[config.mk]
export PLATFORM = sky130hd
export DESIGN_NAME = csr_core_sys_regs
export DESIGN_NICKNAME = d
export VERILOG_FILES = /design/src/core/csr_pkg.sv /design/src/core/csr_core_sys_regs.sv
export SDC_FILE = /design/constraint.sdc
export NUM_CORES = 1
export LEC_CHECK = 0
export BUFFER_PORTS_ARGS = -buffer_cell sky130_fd_sc_hd__buf_2
export CELL_PAD_IN_SITES_DETAIL_PLACEMENT = 1
export CELL_PAD_IN_SITES_GLOBAL_PLACEMENT = 1
export CORE_AREA = 5 5 142 144
export CTS_CLUSTER_SIZE = 20
export DETAILED_ROUTE_END_ITERATION = 8
export DIE_AREA = 0 0 147 149
export MAX_ROUTING_LAYER = met4
export PLACE_DENSITY_LB_ADDON = 0.1
export SETUP_SLACK_MARGIN = 0.02
export SLEW_MARGIN = 20
export SYNTH_ARGS = -nofsm -noshare
export SYNTH_HDL_FRONTEND = slang
export SYNTH_SLANG_ARGS = --single-unit
export TNS_END_PERCENT = 5
[constraint.sdc]
create_clock -name ref_clk_i -period 2 [get_ports ref_clk_i]
set_input_delay 0.2 -clock ref_clk_i [delete_from_list [all_inputs] [get_ports ref_clk_i]]
set_output_delay 0.2 -clock ref_clk_i [all_outputs]
set_load 0.05 [all_outputs]
[src/core/csr_pkg.sv]
// Constants for the core system register bank
package csr_pkg;
  localparam logic [7:0] CSR_ADDR_PAGE   = 8'hEA;
  localparam logic [7:0] CSR_ADDR_MODE   = 8'hEB;
  localparam logic [7:0] CSR_ADDR_USP_HI = 8'hEC;
  localparam logic [7:0] CSR_ADDR_USP_LO = 8'hED;
  localparam logic [7:0] CSR_ADDR_SSP_HI = 8'hEE;
  localparam logic [7:0] CSR_ADDR_SSP_LO = 8'hEF;
  localparam logic [7:0] CSR_MODE_RESET  = 8'hE0;
  localparam logic [7:0] CSR_ZERO8       = 8'h00;
  localparam logic [15:0] CSR_SP_RESET   = 16'h0000;
  localparam int CSR_PAGE_LSB   = 2;
  localparam int CSR_PAGE_MSB   = 7;
  localparam int CSR_MODE_SSP   = 7;
  localparam int CSR_MODE_USP   = 6;
  localparam int CSR_MODE_OSC_HALVING_SEL  = 5;
  localparam int CSR_MODE_PRS_L = 2;
  localparam int CSR_MODE_PRS_H = 4;
  localparam int CSR_MODE_BRQ   = 1;
  localparam int CSR_MODE_FLOAT = 0;
  // Linear space: 64 segments x 4 pages x 16 Kbyte
  localparam int CSR_SEG_BITS   = 6;
  localparam int CSR_PAGE_BITS  = 2;
  localparam int CSR_OFS_BITS   = 14;
  localparam int CSR_LIN_BITS   = 22;
  typedef enum logic [1:0] {
    CSR_STK_IDLE = 2'b00,
    CSR_STK_PUSH = 2'b01,
    CSR_STK_POP  = 2'b11
  } csr_stk_e;
endpackage

[src/core/csr_core_sys_regs.sv]
// System register bank: page select, operating mode and two stack pointers
`timescale 1ns/1ps
// Functional notes
// RL1 - Page pointer picks one of 64 16-register pages
// RL2 - Page number sits in bits 7..2
// RL3 - Bits 1..0 of page pointer read zero
// RL4 - Page holds until software writes new one
// RL5 - Interrupt code saves page pointer itself
// RL6 - Mode register resets to E0h
// RL7 - Bit 7 selects system stack location
// RL8 - Bit 6 selects user stack location
// RL9 - Bit 5 halves the oscillator clock
// RL10 - Bits 4..2 set core clock prescaler
// RL11 - Prescale factor is field value plus one
// RL12 - Bit 1 enables bus request input
// RL13 - Bit 0 floats external bus lines
// RL14 - Bus float leaves general I/O pins alone
// RL15 - Software floats bus when memory internal only
// RL16 - Pre-decrement on push, post-increment on pop
// RL17 - Pop leaves stack contents untouched
// RL18 - Interrupt pushes PC, flags, optional segment
// RL19 - Call pushes PC; segment call adds segment
// RL20 - Register-file stack uses low pointer byte
// RL21 - Software keeps internal stacks in groups 0-13
// RL22 - Software never stacks a pointer on itself
// RL23 - No stack overflow checking is done
// RL24 - Linear space: 64 segments of four 16K pages
module csr_core_sys_regs
  import csr_pkg::*;
#(
  parameter int PAGE_COUNT = 64,
  parameter int PAGE_REGS  = 16
) (
  input  wire logic        ref_clk_i,
  input  wire logic        rst_n_i,
  input  wire logic [7:0]  reg_addr_i,
  input  wire logic        reg_wr_i,
  input  wire logic [7:0]  reg_wdata_i,
  output logic      [7:0]  reg_rdata_o,
  input  wire logic        stk_push_i,
  input  wire logic        stk_pop_i,
  input  wire logic        stk_user_i,
  input  wire logic        stk_word_i,
  input  wire logic        bus_request_pin_i,
  input  wire logic        oscillator_input_i,
  input  wire logic [7:0]  io_pin_mask_i,
  output logic      [15:0] stk_addr_o,
  output logic             stk_addr_valid_o,
  output logic             stk_in_regfile_o,
  output logic      [5:0]  page_number_field_o,
  output logic             internal_core_clock_en_o,
  output logic             bus_request_o,
  output logic             external_bus_float_o,
  output logic      [7:0]  bus_line_float_o
);

  // Page map and linear space layout are fixed by the register-file decode
  initial begin
    if (PAGE_COUNT != 64 || PAGE_REGS != 16) begin
      $error("csr_core_sys_regs: only 64 pages of 16 registers supported");
    end
    if (PAGE_COUNT != (1 << (CSR_PAGE_MSB - CSR_PAGE_LSB + 1))) begin // [RL1]
      $error("csr_core_sys_regs: page count does not fit the page field");
    end
    if (CSR_LIN_BITS != CSR_SEG_BITS + CSR_PAGE_BITS + CSR_OFS_BITS) begin // [RL24]
      $error("csr_core_sys_regs: linear space split is inconsistent");
    end
  end

  // ==========================================================
  // Register storage
  logic [7:0]  page_sel;
  logic [7:0]  mode;
  logic [15:0] user_stack_location_sel;
  logic [15:0] system_stack_location_sel;
  // Registered op kind, kept so the checks can see what was done
  csr_stk_e    stk_op;

  wire wr_page  = reg_wr_i && (reg_addr_i == CSR_ADDR_PAGE);
  wire wr_mode  = reg_wr_i && (reg_addr_i == CSR_ADDR_MODE);
  wire wr_usphi = reg_wr_i && (reg_addr_i == CSR_ADDR_USP_HI);
  wire wr_usplo = reg_wr_i && (reg_addr_i == CSR_ADDR_USP_LO);
  wire wr_ssphi = reg_wr_i && (reg_addr_i == CSR_ADDR_SSP_HI);
  wire wr_ssplo = reg_wr_i && (reg_addr_i == CSR_ADDR_SSP_LO);

  wire       sys_internal = mode[CSR_MODE_SSP]; // [RL7]
  wire       usr_internal = mode[CSR_MODE_USP]; // [RL8]
  wire       sel_internal = stk_user_i ? usr_internal : sys_internal;
  // A word moves the pointer by two, a byte by one
  wire [1:0] step         = stk_word_i ? 2'h2 : 2'h1;

  // Register-file stacks move only the low byte; high byte is left alone
  function automatic logic [15:0] sp_step(input logic [15:0] sp, input logic internal,
                                          input logic dec, input logic [1:0] st);
    logic [15:0] r;
    r = dec ? sp - {14'h0000, st} : sp + {14'h0000, st};
    if (internal) begin
      r = {sp[15:8], r[7:0]}; // [RL20]
    end
    return r;
  endfunction

  // Wrap silently: no bound checking on either stack [RL23]
  wire [15:0] next_usp_push = sp_step(user_stack_location_sel, usr_internal, 1'b1, step);
  wire [15:0] next_ssp_push = sp_step(system_stack_location_sel, sys_internal, 1'b1, step);
  wire [15:0] next_usp_pop  = sp_step(user_stack_location_sel, usr_internal, 1'b0, step);
  wire [15:0] next_ssp_pop  = sp_step(system_stack_location_sel, sys_internal, 1'b0, step);

  // Push and pop together is treated as no operation
  wire push_go = stk_push_i && !stk_pop_i;
  wire pop_go  = stk_pop_i && !stk_push_i;

  // Register-bus writes win over stack updates in the same cycle
  wire [15:0] next_usp =
    wr_usphi ? {reg_wdata_i, user_stack_location_sel[7:0]} :
    wr_usplo ? {user_stack_location_sel[15:8], reg_wdata_i} :
    (push_go && stk_user_i)  ? next_usp_push :
    (pop_go && stk_user_i)   ? next_usp_pop  : user_stack_location_sel;
  wire [15:0] next_ssp =
    wr_ssphi ? {reg_wdata_i, system_stack_location_sel[7:0]} :
    wr_ssplo ? {system_stack_location_sel[15:8], reg_wdata_i} :
    (push_go && !stk_user_i) ? next_ssp_push :
    (pop_go && !stk_user_i)  ? next_ssp_pop  : system_stack_location_sel;

  // Push presents the decremented address; pop the current one [RL16]
  // Pops only read, so stack memory keeps its contents [RL17]
  wire [15:0] cur_sp     = stk_user_i ? user_stack_location_sel : system_stack_location_sel;
  wire [15:0] push_sp    = stk_user_i ? next_usp_push : next_ssp_push;
  wire [15:0] next_saddr = push_go ? push_sp : cur_sp;
  wire [15:0] next_saddr_m = sel_internal ? {CSR_ZERO8, next_saddr[7:0]} : next_saddr; // [RL20]

  // ==========================================================
  // Register write path
  always_ff @(posedge ref_clk_i) begin
    if (!rst_n_i) begin
      page_sel <= CSR_ZERO8;
      mode     <= CSR_MODE_RESET; // [RL6]
      user_stack_location_sel      <= CSR_SP_RESET;
      system_stack_location_sel      <= CSR_SP_RESET;
    end else begin
      if (wr_page) begin
        // Low bits dropped at the write, so no read path has to mask them
        page_sel <= {reg_wdata_i[CSR_PAGE_MSB:CSR_PAGE_LSB], 2'b00}; // [RL2] [RL3] [RL4]
      end
      if (wr_mode) begin
        mode <= reg_wdata_i;
      end
      user_stack_location_sel <= next_usp; // [RL16]
      system_stack_location_sel <= next_ssp; // [RL16]
    end
  end

  // ==========================================================
  // Read path
  // Unmapped addresses read zero so a stray read leaks no state
  wire [7:0] next_rdata =
    (reg_addr_i == CSR_ADDR_PAGE)   ? page_sel  :
    (reg_addr_i == CSR_ADDR_MODE)   ? mode      :
    (reg_addr_i == CSR_ADDR_USP_HI) ? user_stack_location_sel[15:8] :
    (reg_addr_i == CSR_ADDR_USP_LO) ? user_stack_location_sel[7:0]  :
    (reg_addr_i == CSR_ADDR_SSP_HI) ? system_stack_location_sel[15:8] :
    (reg_addr_i == CSR_ADDR_SSP_LO) ? system_stack_location_sel[7:0]  : CSR_ZERO8;

  // ==========================================================
  // Clock divider: optional halving then prescale by field + 1
  logic       half_tgl;
  logic [2:0] prs_cnt;
  wire  [2:0] prs_field = mode[CSR_MODE_PRS_H:CSR_MODE_PRS_L]; // [RL10]
  // Oscillator input qualifies each tick; it is taken as synchronous
  wire        osc_tick  = oscillator_input_i && (!mode[CSR_MODE_OSC_HALVING_SEL] || half_tgl); // [RL9]
  // Compare with >= so a smaller field written mid-count wraps at once
  wire        prs_wrap  = (prs_cnt >= prs_field); // [RL11]

  always_ff @(posedge ref_clk_i) begin
    if (!rst_n_i) begin
      half_tgl <= 1'b0;
      prs_cnt  <= 3'h0;
    end else begin
      // Halving toggle follows every input tick, keeping phase with it
      if (oscillator_input_i) begin
        half_tgl <= ~half_tgl;
      end
      if (osc_tick) begin
        prs_cnt <= prs_wrap ? 3'h0 : prs_cnt + 3'h1;
      end
    end
  end

  // ==========================================================
  // Output flops
  // Reset shows the stacks internal, matching the mode reset value
  always_ff @(posedge ref_clk_i) begin
    if (!rst_n_i) begin
      reg_rdata_o              <= CSR_ZERO8;
      stk_addr_o               <= CSR_SP_RESET;
      stk_addr_valid_o         <= 1'b0;
      stk_in_regfile_o         <= 1'b1;
      stk_op                   <= CSR_STK_IDLE;
      page_number_field_o      <= 6'h00;
      internal_core_clock_en_o <= 1'b0;
      bus_request_o            <= 1'b0;
      external_bus_float_o     <= 1'b0;
      bus_line_float_o         <= CSR_ZERO8;
    end else begin
      reg_rdata_o              <= next_rdata;
      stk_addr_o               <= next_saddr_m;
      stk_addr_valid_o         <= push_go || pop_go;
      stk_in_regfile_o         <= sel_internal;
      stk_op                   <= push_go ? CSR_STK_PUSH : pop_go ? CSR_STK_POP : CSR_STK_IDLE;
      page_number_field_o      <= page_sel[CSR_PAGE_MSB:CSR_PAGE_LSB]; // [RL1]
      internal_core_clock_en_o <= osc_tick && prs_wrap; // [RL10]
      bus_request_o            <= bus_request_pin_i && mode[CSR_MODE_BRQ]; // [RL12]
      external_bus_float_o     <= mode[CSR_MODE_FLOAT]; // [RL13]
      // Pins set up as general I/O never float [RL14]
      bus_line_float_o         <= mode[CSR_MODE_FLOAT] ? ~io_pin_mask_i : CSR_ZERO8;
    end
  end

  // ==========================================================
  // Checks
  page_low_zero_a: assert property (@(posedge ref_clk_i) disable iff (!rst_n_i) // [RL3]
    page_sel[1:0] == 2'b00) else $error("page pointer low bits not zero");

  page_hold_a: assert property (@(posedge ref_clk_i) disable iff (!rst_n_i) // [RL4]
    !wr_page |=> page_sel == $past(page_sel)) else $error("page pointer changed");

  page_out_a: assert property (@(posedge ref_clk_i) disable iff (!rst_n_i) // [RL2]
    wr_page |=> ##1 page_number_field_o == $past(reg_wdata_i[7:2], 2))
    else $error("page number not shown");

  mode_reset_a: assert property (@(posedge ref_clk_i) // [RL6]
    !rst_n_i |=> mode == CSR_MODE_RESET) else $error("mode reset value wrong");

  push_dec_a: assert property (@(posedge ref_clk_i) disable iff (!rst_n_i) // [RL16]
    (push_go && !stk_user_i && !sys_internal && !wr_ssphi && !wr_ssplo)
      |=> system_stack_location_sel == $past(system_stack_location_sel) - ($past(stk_word_i) ? 16'h2 : 16'h1) && stk_addr_o == system_stack_location_sel)
    else $error("push did not pre-decrement");

  pop_inc_a: assert property (@(posedge ref_clk_i) disable iff (!rst_n_i) // [RL16]
    (pop_go && stk_user_i && !usr_internal && !wr_usphi && !wr_usplo)
      |=> user_stack_location_sel == $past(user_stack_location_sel) + ($past(stk_word_i) ? 16'h2 : 16'h1) && stk_addr_o == $past(user_stack_location_sel))
    else $error("pop did not post-increment");

  int_hi_keep_a: assert property (@(posedge ref_clk_i) disable iff (!rst_n_i) // [RL20]
    (sys_internal && !wr_ssphi) |=> system_stack_location_sel[15:8] == $past(system_stack_location_sel[15:8]))
    else $error("internal stack touched high byte");

  brq_gate_a: assert property (@(posedge ref_clk_i) disable iff (!rst_n_i) // [RL12]
    !mode[CSR_MODE_BRQ] |=> !bus_request_o) else $error("bus request not gated");

  float_io_a: assert property (@(posedge ref_clk_i) disable iff (!rst_n_i) // [RL14]
    1'b1 |=> (bus_line_float_o & $past(io_pin_mask_i)) == 8'h00)
    else $error("I/O pin floated");

  prs_none_a: assert property (@(posedge ref_clk_i) disable iff (!rst_n_i) // [RL11]
    (prs_field == 3'h0 && !mode[CSR_MODE_OSC_HALVING_SEL] && oscillator_input_i && !wr_mode)
      |=> internal_core_clock_en_o) else $error("prescale 1 missed tick");

  // ==========================================================
  // Stack checks
  // Both strobes together are refused rather than guessed at
  both_refused_a: assert property (@(posedge ref_clk_i) disable iff (!rst_n_i) // [RL16]
    (stk_push_i && stk_pop_i && !wr_ssphi && !wr_ssplo)
      |=> !stk_addr_valid_o && system_stack_location_sel == $past(system_stack_location_sel))
    else $error("push and pop together not refused");

  op_kind_a: assert property (@(posedge ref_clk_i) disable iff (!rst_n_i) // [RL16]
    stk_addr_valid_o == (stk_op != CSR_STK_IDLE))
    else $error("stack op kind and valid disagree");

  sys_pop_inc_a: assert property (@(posedge ref_clk_i) disable iff (!rst_n_i) // [RL16]
    (pop_go && !stk_user_i && !sys_internal && !wr_ssphi && !wr_ssplo)
      |=> system_stack_location_sel == $past(system_stack_location_sel) + ($past(stk_word_i) ? 16'h2 : 16'h1) && stk_addr_o == $past(system_stack_location_sel))
    else $error("system pop did not post-increment");

  usr_push_dec_a: assert property (@(posedge ref_clk_i) disable iff (!rst_n_i) // [RL16]
    (push_go && stk_user_i && !usr_internal && !wr_usphi && !wr_usplo)
      |=> user_stack_location_sel == $past(user_stack_location_sel) - ($past(stk_word_i) ? 16'h2 : 16'h1) && stk_addr_o == user_stack_location_sel)
    else $error("user push did not pre-decrement");

  int_addr_a: assert property (@(posedge ref_clk_i) disable iff (!rst_n_i) // [RL20]
    ((push_go || pop_go) && sel_internal) |=> stk_addr_o[15:8] == 8'h00)
    else $error("register-file stack address has a high byte");

  int_low_step_a: assert property (@(posedge ref_clk_i) disable iff (!rst_n_i) // [RL20] [RL23]
    (push_go && !stk_user_i && sys_internal && !wr_ssphi && !wr_ssplo)
      |=> system_stack_location_sel[7:0] == $past(system_stack_location_sel[7:0]) - ($past(stk_word_i) ? 8'h02 : 8'h01))
    else $error("register-file push did not wrap in low byte");

  regfile_sel_a: assert property (@(posedge ref_clk_i) disable iff (!rst_n_i) // [RL7] [RL8]
    1'b1 |=> stk_in_regfile_o ==
      $past(stk_user_i ? mode[CSR_MODE_USP] : mode[CSR_MODE_SSP]))
    else $error("stack location flag wrong");

  // ==========================================================
  // Mode and page checks
  // Mode only moves on a bus write; nothing in hardware touches it
  mode_hold_a: assert property (@(posedge ref_clk_i) disable iff (!rst_n_i) // [RL6]
    !wr_mode |=> mode == $past(mode))
    else $error("mode register changed without a write");

  mode_write_a: assert property (@(posedge ref_clk_i) disable iff (!rst_n_i) // [RL7] [RL9]
    wr_mode |=> mode == $past(reg_wdata_i))
    else $error("mode register write lost");

  float_off_a: assert property (@(posedge ref_clk_i) disable iff (!rst_n_i) // [RL13]
    !mode[CSR_MODE_FLOAT] |=> !external_bus_float_o && bus_line_float_o == 8'h00)
    else $error("bus floated with the bit clear");

  float_on_a: assert property (@(posedge ref_clk_i) disable iff (!rst_n_i) // [RL13]
    mode[CSR_MODE_FLOAT] |=> external_bus_float_o &&
      bus_line_float_o == ~$past(io_pin_mask_i))
    else $error("bus not floated with the bit set");

  brq_pass_a: assert property (@(posedge ref_clk_i) disable iff (!rst_n_i) // [RL12]
    (mode[CSR_MODE_BRQ] && bus_request_pin_i) |=> bus_request_o)
    else $error("enabled bus request not passed");

  page_rd_low_a: assert property (@(posedge ref_clk_i) disable iff (!rst_n_i) // [RL3]
    (reg_addr_i == CSR_ADDR_PAGE) |=> reg_rdata_o[1:0] == 2'b00)
    else $error("page pointer read low bits not zero");

  page_field_a: assert property (@(posedge ref_clk_i) disable iff (!rst_n_i) // [RL1]
    1'b1 |=> page_number_field_o == $past(page_sel[CSR_PAGE_MSB:CSR_PAGE_LSB]))
    else $error("page number output stale");

  // ==========================================================
  // Clock checks
  // A pulse clears the count, so a field above zero forces a gap
  half_skip_a: assert property (@(posedge ref_clk_i) disable iff (!rst_n_i) // [RL9]
    (mode[CSR_MODE_OSC_HALVING_SEL] && !half_tgl) |=> !internal_core_clock_en_o)
    else $error("halved clock ticked on a skipped input");

  prs_gap_a: assert property (@(posedge ref_clk_i) disable iff (!rst_n_i) // [RL11]
    (internal_core_clock_en_o && prs_field != 3'h0) |=> !internal_core_clock_en_o)
    else $error("prescaled clock pulsed twice in a row");

  osc_idle_a: assert property (@(posedge ref_clk_i) disable iff (!rst_n_i) // [RL10]
    !oscillator_input_i |=> !internal_core_clock_en_o)
    else $error("core clock pulsed without an input tick");

endmodule

==> impl_results.md <==
- Std-Cell Rows: 50
- Leading cell types by count after synthesis: sky130_fd_sc_hd__dfxtp_1, sky130_fd_sc_hd__nand2_1, sky130_fd_sc_hd__nor2_1
- DRC violation count after routing: 0
- Placed Instances: roughly 1.0k
- Number of primary I/O pins: 76
- Via count: 5981
- Top routing layer used: met4
- Post-synthesis average cell area: ~8.3 um^2
- Unrepaired setup endpoints after global routing: true
- CTS tree: yes
- Top FF cell, synth: sky130_fd_sc_hd__dfxtp_1
- Area of placed instances: about 0.007 mm^2
- VDD IR-drop max: roughly 0.39 mV
- Wire length after detailed routing: 23430 um
- Summed area of non-filler cells in the final layout: 0.007600 mm^2
- Effective utilization at floorplan: 29.75%
- Final number of hold-violating endpoints: 0
- Headroom to the max-slew limit: about 66%
- Worst-margin pin slew: roughly 0.51 ns
- Buffers on Ports: 75
- DR WL/cell: ~22 um
- Layout overhead on the synthesized area: 37.48%
- Synth area leaders: sky130_fd_sc_hd__dfxtp_1, sky130_fd_sc_hd__xnor2_1, sky130_fd_sc_hd__nand2_1
- Met3 Wirelength: ~1100 um
- Most used standard cell by instance count after synthesis: sky130_fd_sc_hd__dfxtp_1
- Final setup skew: about 0.011 ns
- Die X: about 150 um
- Achievable clock frequency: 497.4 MHz
- Sequential cell area fraction in the yosys report: 33.68%
- Fin crit share: 100.5%
- Share of flip-flops with an asynchronous set or reset after synthesis: 0%
- Number of library cell types mapped by synthesis: 66
- Remaining antenna violation count: 0
- Proportion of netlist area held by the largest area contributor: about a third
- P per Cell Area: roughly 580 mW/mm^2
- Setup violation total in the final timing report: 2
- Overall overflow remaining after global route: 0
- Maximum buffer depth of the clock tree: 2
- Number of antenna violations at the first check in global routing: 1
- Layout cells sized above 1: roughly a third
- Max Fanout on Critical Path: 4
- H-Tree Level Count: 3
- 1st-iter DRT viols: 348
- WL met1: 10420 um
- Result of the run: finished with violations
- Cells after Synth: between 600 and 700
- Setup slack of the worst register-to-register path: -0.01 ns
- Arr. time, crit path: 2.26 ns
- Classification of the worst-slack hold path: in -> reg
- Insertion delay of the later-clocked pin in the worst-skew pair: 0.36 ns
- Final Critical Period: roughly 2 ns
- Number of enable flip-flop cells after synthesis: 0
- Worst setup SP type: register
- Fin. max-slew vios: 0
- Detailed-routing iteration count for the pre-antenna-repair pass: 5
- Dominant cell type by area after synthesis: sky130_fd_sc_hd__dfxtp_1
- Maximum number of pins on one net before global-route repair: 20
- Total number of nets in the final design: 885
- Total routing resource utilization after global routing: between 20% and 30%
- Setup Crit Path Kind: reg -> reg
- Average vias per placed instance: approximately 5.6
- Post-DP HPWL: about 18000 um
- TritonCTS Buffers: 9
- Endpoint required time on the critical path: 2.25 ns
- Post-layout instance count excluding filler cells: ~1.1k
- Vias in the first global route: ~6.1k
- Max cap viols: 0
- Die Footprint: 0.02190 mm^2
- Reg clk slew, reported paths: 0.07 ns
- Leakage component of the power: between 2 and 3 nW
- Clock root buffer: sky130_fd_sc_hd__clkbuf_16
- Routed wire length on met2: roughly 11000 um
- Placeable core region: roughly 0.019 mm^2
- Post-synthesis net count: slightly above 700
- Height of the chip: ~150 um
- Final weighted congestion in routability-driven placement: 0.9622
- Flop and latch count out of synthesis: between 90 and 100
- Global-route wire length before repair: around 37000 um
- CP endpoint kind: register
- Ys Warns: 0
- Post-synthesis instance area: roughly 0.0055 mm^2
- Violations in the final reports: negative setup slack
- Final worst setup slack: -0.01042 ns
- Clock sink total: 93
[registers in the layout (all words and copies together) (netlist names), 3 cells and up]
name,count
bus_line_float_o,8
page_sel,6
mode,8
prs_cnt,3
stk_addr_o,16
system_stack_location_sel,16
reg_rdata_o,8
page_number_field_o,6
user_stack_location_sel,16
[final timing paths]
| kind | start | cells after the start | endpoint |
|---|---|---|---|
| min reg2reg | page_sel[4] | 2 | page_sel[4] |
| max | user_stack_location_sel[0] | 8 | stk_addr_o[12] |
| min | bus_request_pin_i | 2 | bus_request_o |
| max reg2reg | user_stack_location_sel[0] | 8 | stk_addr_o[12] |
[cells in the final DEF, fill, tap and decap left out, types with 5 or more instances in the layout]
master                          count
sky130_fd_sc_hd__a211oi_1           9
sky130_fd_sc_hd__a21oi_1           39
sky130_fd_sc_hd__a22oi_1           13
sky130_fd_sc_hd__a32o_1             5
sky130_fd_sc_hd__a32oi_1            5
sky130_fd_sc_hd__and2_1             9
sky130_fd_sc_hd__and3_1             7
sky130_fd_sc_hd__buf_2             75
sky130_fd_sc_hd__buf_4            115
sky130_fd_sc_hd__clkbuf_16          9
sky130_fd_sc_hd__dfxtp_1           84
sky130_fd_sc_hd__dfxtp_2            9
sky130_fd_sc_hd__dlygate4sd3_1      8
sky130_fd_sc_hd__ha_1              12
sky130_fd_sc_hd__inv_1             34
sky130_fd_sc_hd__mux2i_1            6
sky130_fd_sc_hd__mux4_2             9
sky130_fd_sc_hd__nand2_1           55
sky130_fd_sc_hd__nand2b_1           6
sky130_fd_sc_hd__nand3_1           31
sky130_fd_sc_hd__nand4_1           14
sky130_fd_sc_hd__nand4b_1           5
sky130_fd_sc_hd__nor2_1            53
sky130_fd_sc_hd__nor2b_1            5
sky130_fd_sc_hd__nor3_1            16
sky130_fd_sc_hd__nor4_1             9
sky130_fd_sc_hd__o211ai_1           7
sky130_fd_sc_hd__o21ai_0           18
sky130_fd_sc_hd__o22ai_1            8
sky130_fd_sc_hd__or2_2              5
sky130_fd_sc_hd__or3_1             10
sky130_fd_sc_hd__xnor2_1           28
sky130_fd_sc_hd__xor2_1             5
[through the flow]
step | power [mW] | util, % | TNS, ns | setup WS (ns) | hold WS [ns]
floorplan | 2.299 | - | -0.007920 | -0.007920 | 0.2724
finish | 4.419 | 40.90 | -0.01787 | -0.01042 | 0.07775
global placement | 2.626 | 37.11 | -3.592 | -0.2158 | 0.3554
CTS | 4.437 | 39.64 | -0.07938 | -0.03354 | 0.07101
global route | 4.618 | 40.90 | -1.065 | -0.07864 | 0.06836
detailed placement | 2.642 | 37.11 | -4.955 | -0.2782 | 0.3624
[per-layer routing]
layer  GRT usage, %  vias up
met5              -        -
met4          8.062        0
met3          3.981       41
met2          35.88      192
met1          27.82     2986
li1               -     2762
[layout make-up]
class                           count  area (um^2)
Antenna cell                        1        2.502
Clock buffer                       10        239.0
Clock inverter                      6        53.80
Fill cell                        2237        10980
Inverter                           36        135.1
Multi-Input combinational cell    491         3602
Sequential cell                    93         1873
Tap cell                          234        292.8
Timing Repair Buffer              203         1401
[repair_timing]
| item | 4_1_cts | 5_1_grt |
|---|---|---|
| resized for setup | 23 | 44 |
| setup buffers | 1 | 5 |
| hold buffers | 8 | 0 |
| pin swaps | 7 | 16 |
| setup endpoints to repair | 23 | 30 |
| hold endpoints to repair | 8 | 0 |
[cells by family after synthesis]
| logic type | count (synthesis) | synth area share (%) |
|---|---|---|
| AO/OA/AOI/OAI | 162 | 20.05 |
| XOR/XNOR | 35 | 5.545 |
| adder cells (fa/ha/maj) | 18 | 4.618 |
| buffers and inverters | 85 | 6.270 |
| flip-flops | 93 | 33.68 |
| multiplexers | 18 | 5.636 |
| AND/OR/NAND/NOR | 258 | 24.20 |
[power breakdown]
group,internal [mW],leakage [nW],switching (mW)
combinational,0.323,2.10,0.448
sequential,1.88,0.755,0.0201
clock,0.899,0.141,0.847
[worst max-delay path, cell delays in order (launching register included)]
cell,delay (ns)
sky130_fd_sc_hd__dfxtp_2,0.32
sky130_fd_sc_hd__inv_1,0.10
sky130_fd_sc_hd__ha_4,0.16
sky130_fd_sc_hd__fa_2,0.25
sky130_fd_sc_hd__nand4bb_4,0.14
sky130_fd_sc_hd__or2_4,0.32
sky130_fd_sc_hd__nor3_1,0.24
sky130_fd_sc_hd__xnor2_1,0.13
sky130_fd_sc_hd__o22ai_1,0.24
(Power assumes the default switching activity.)
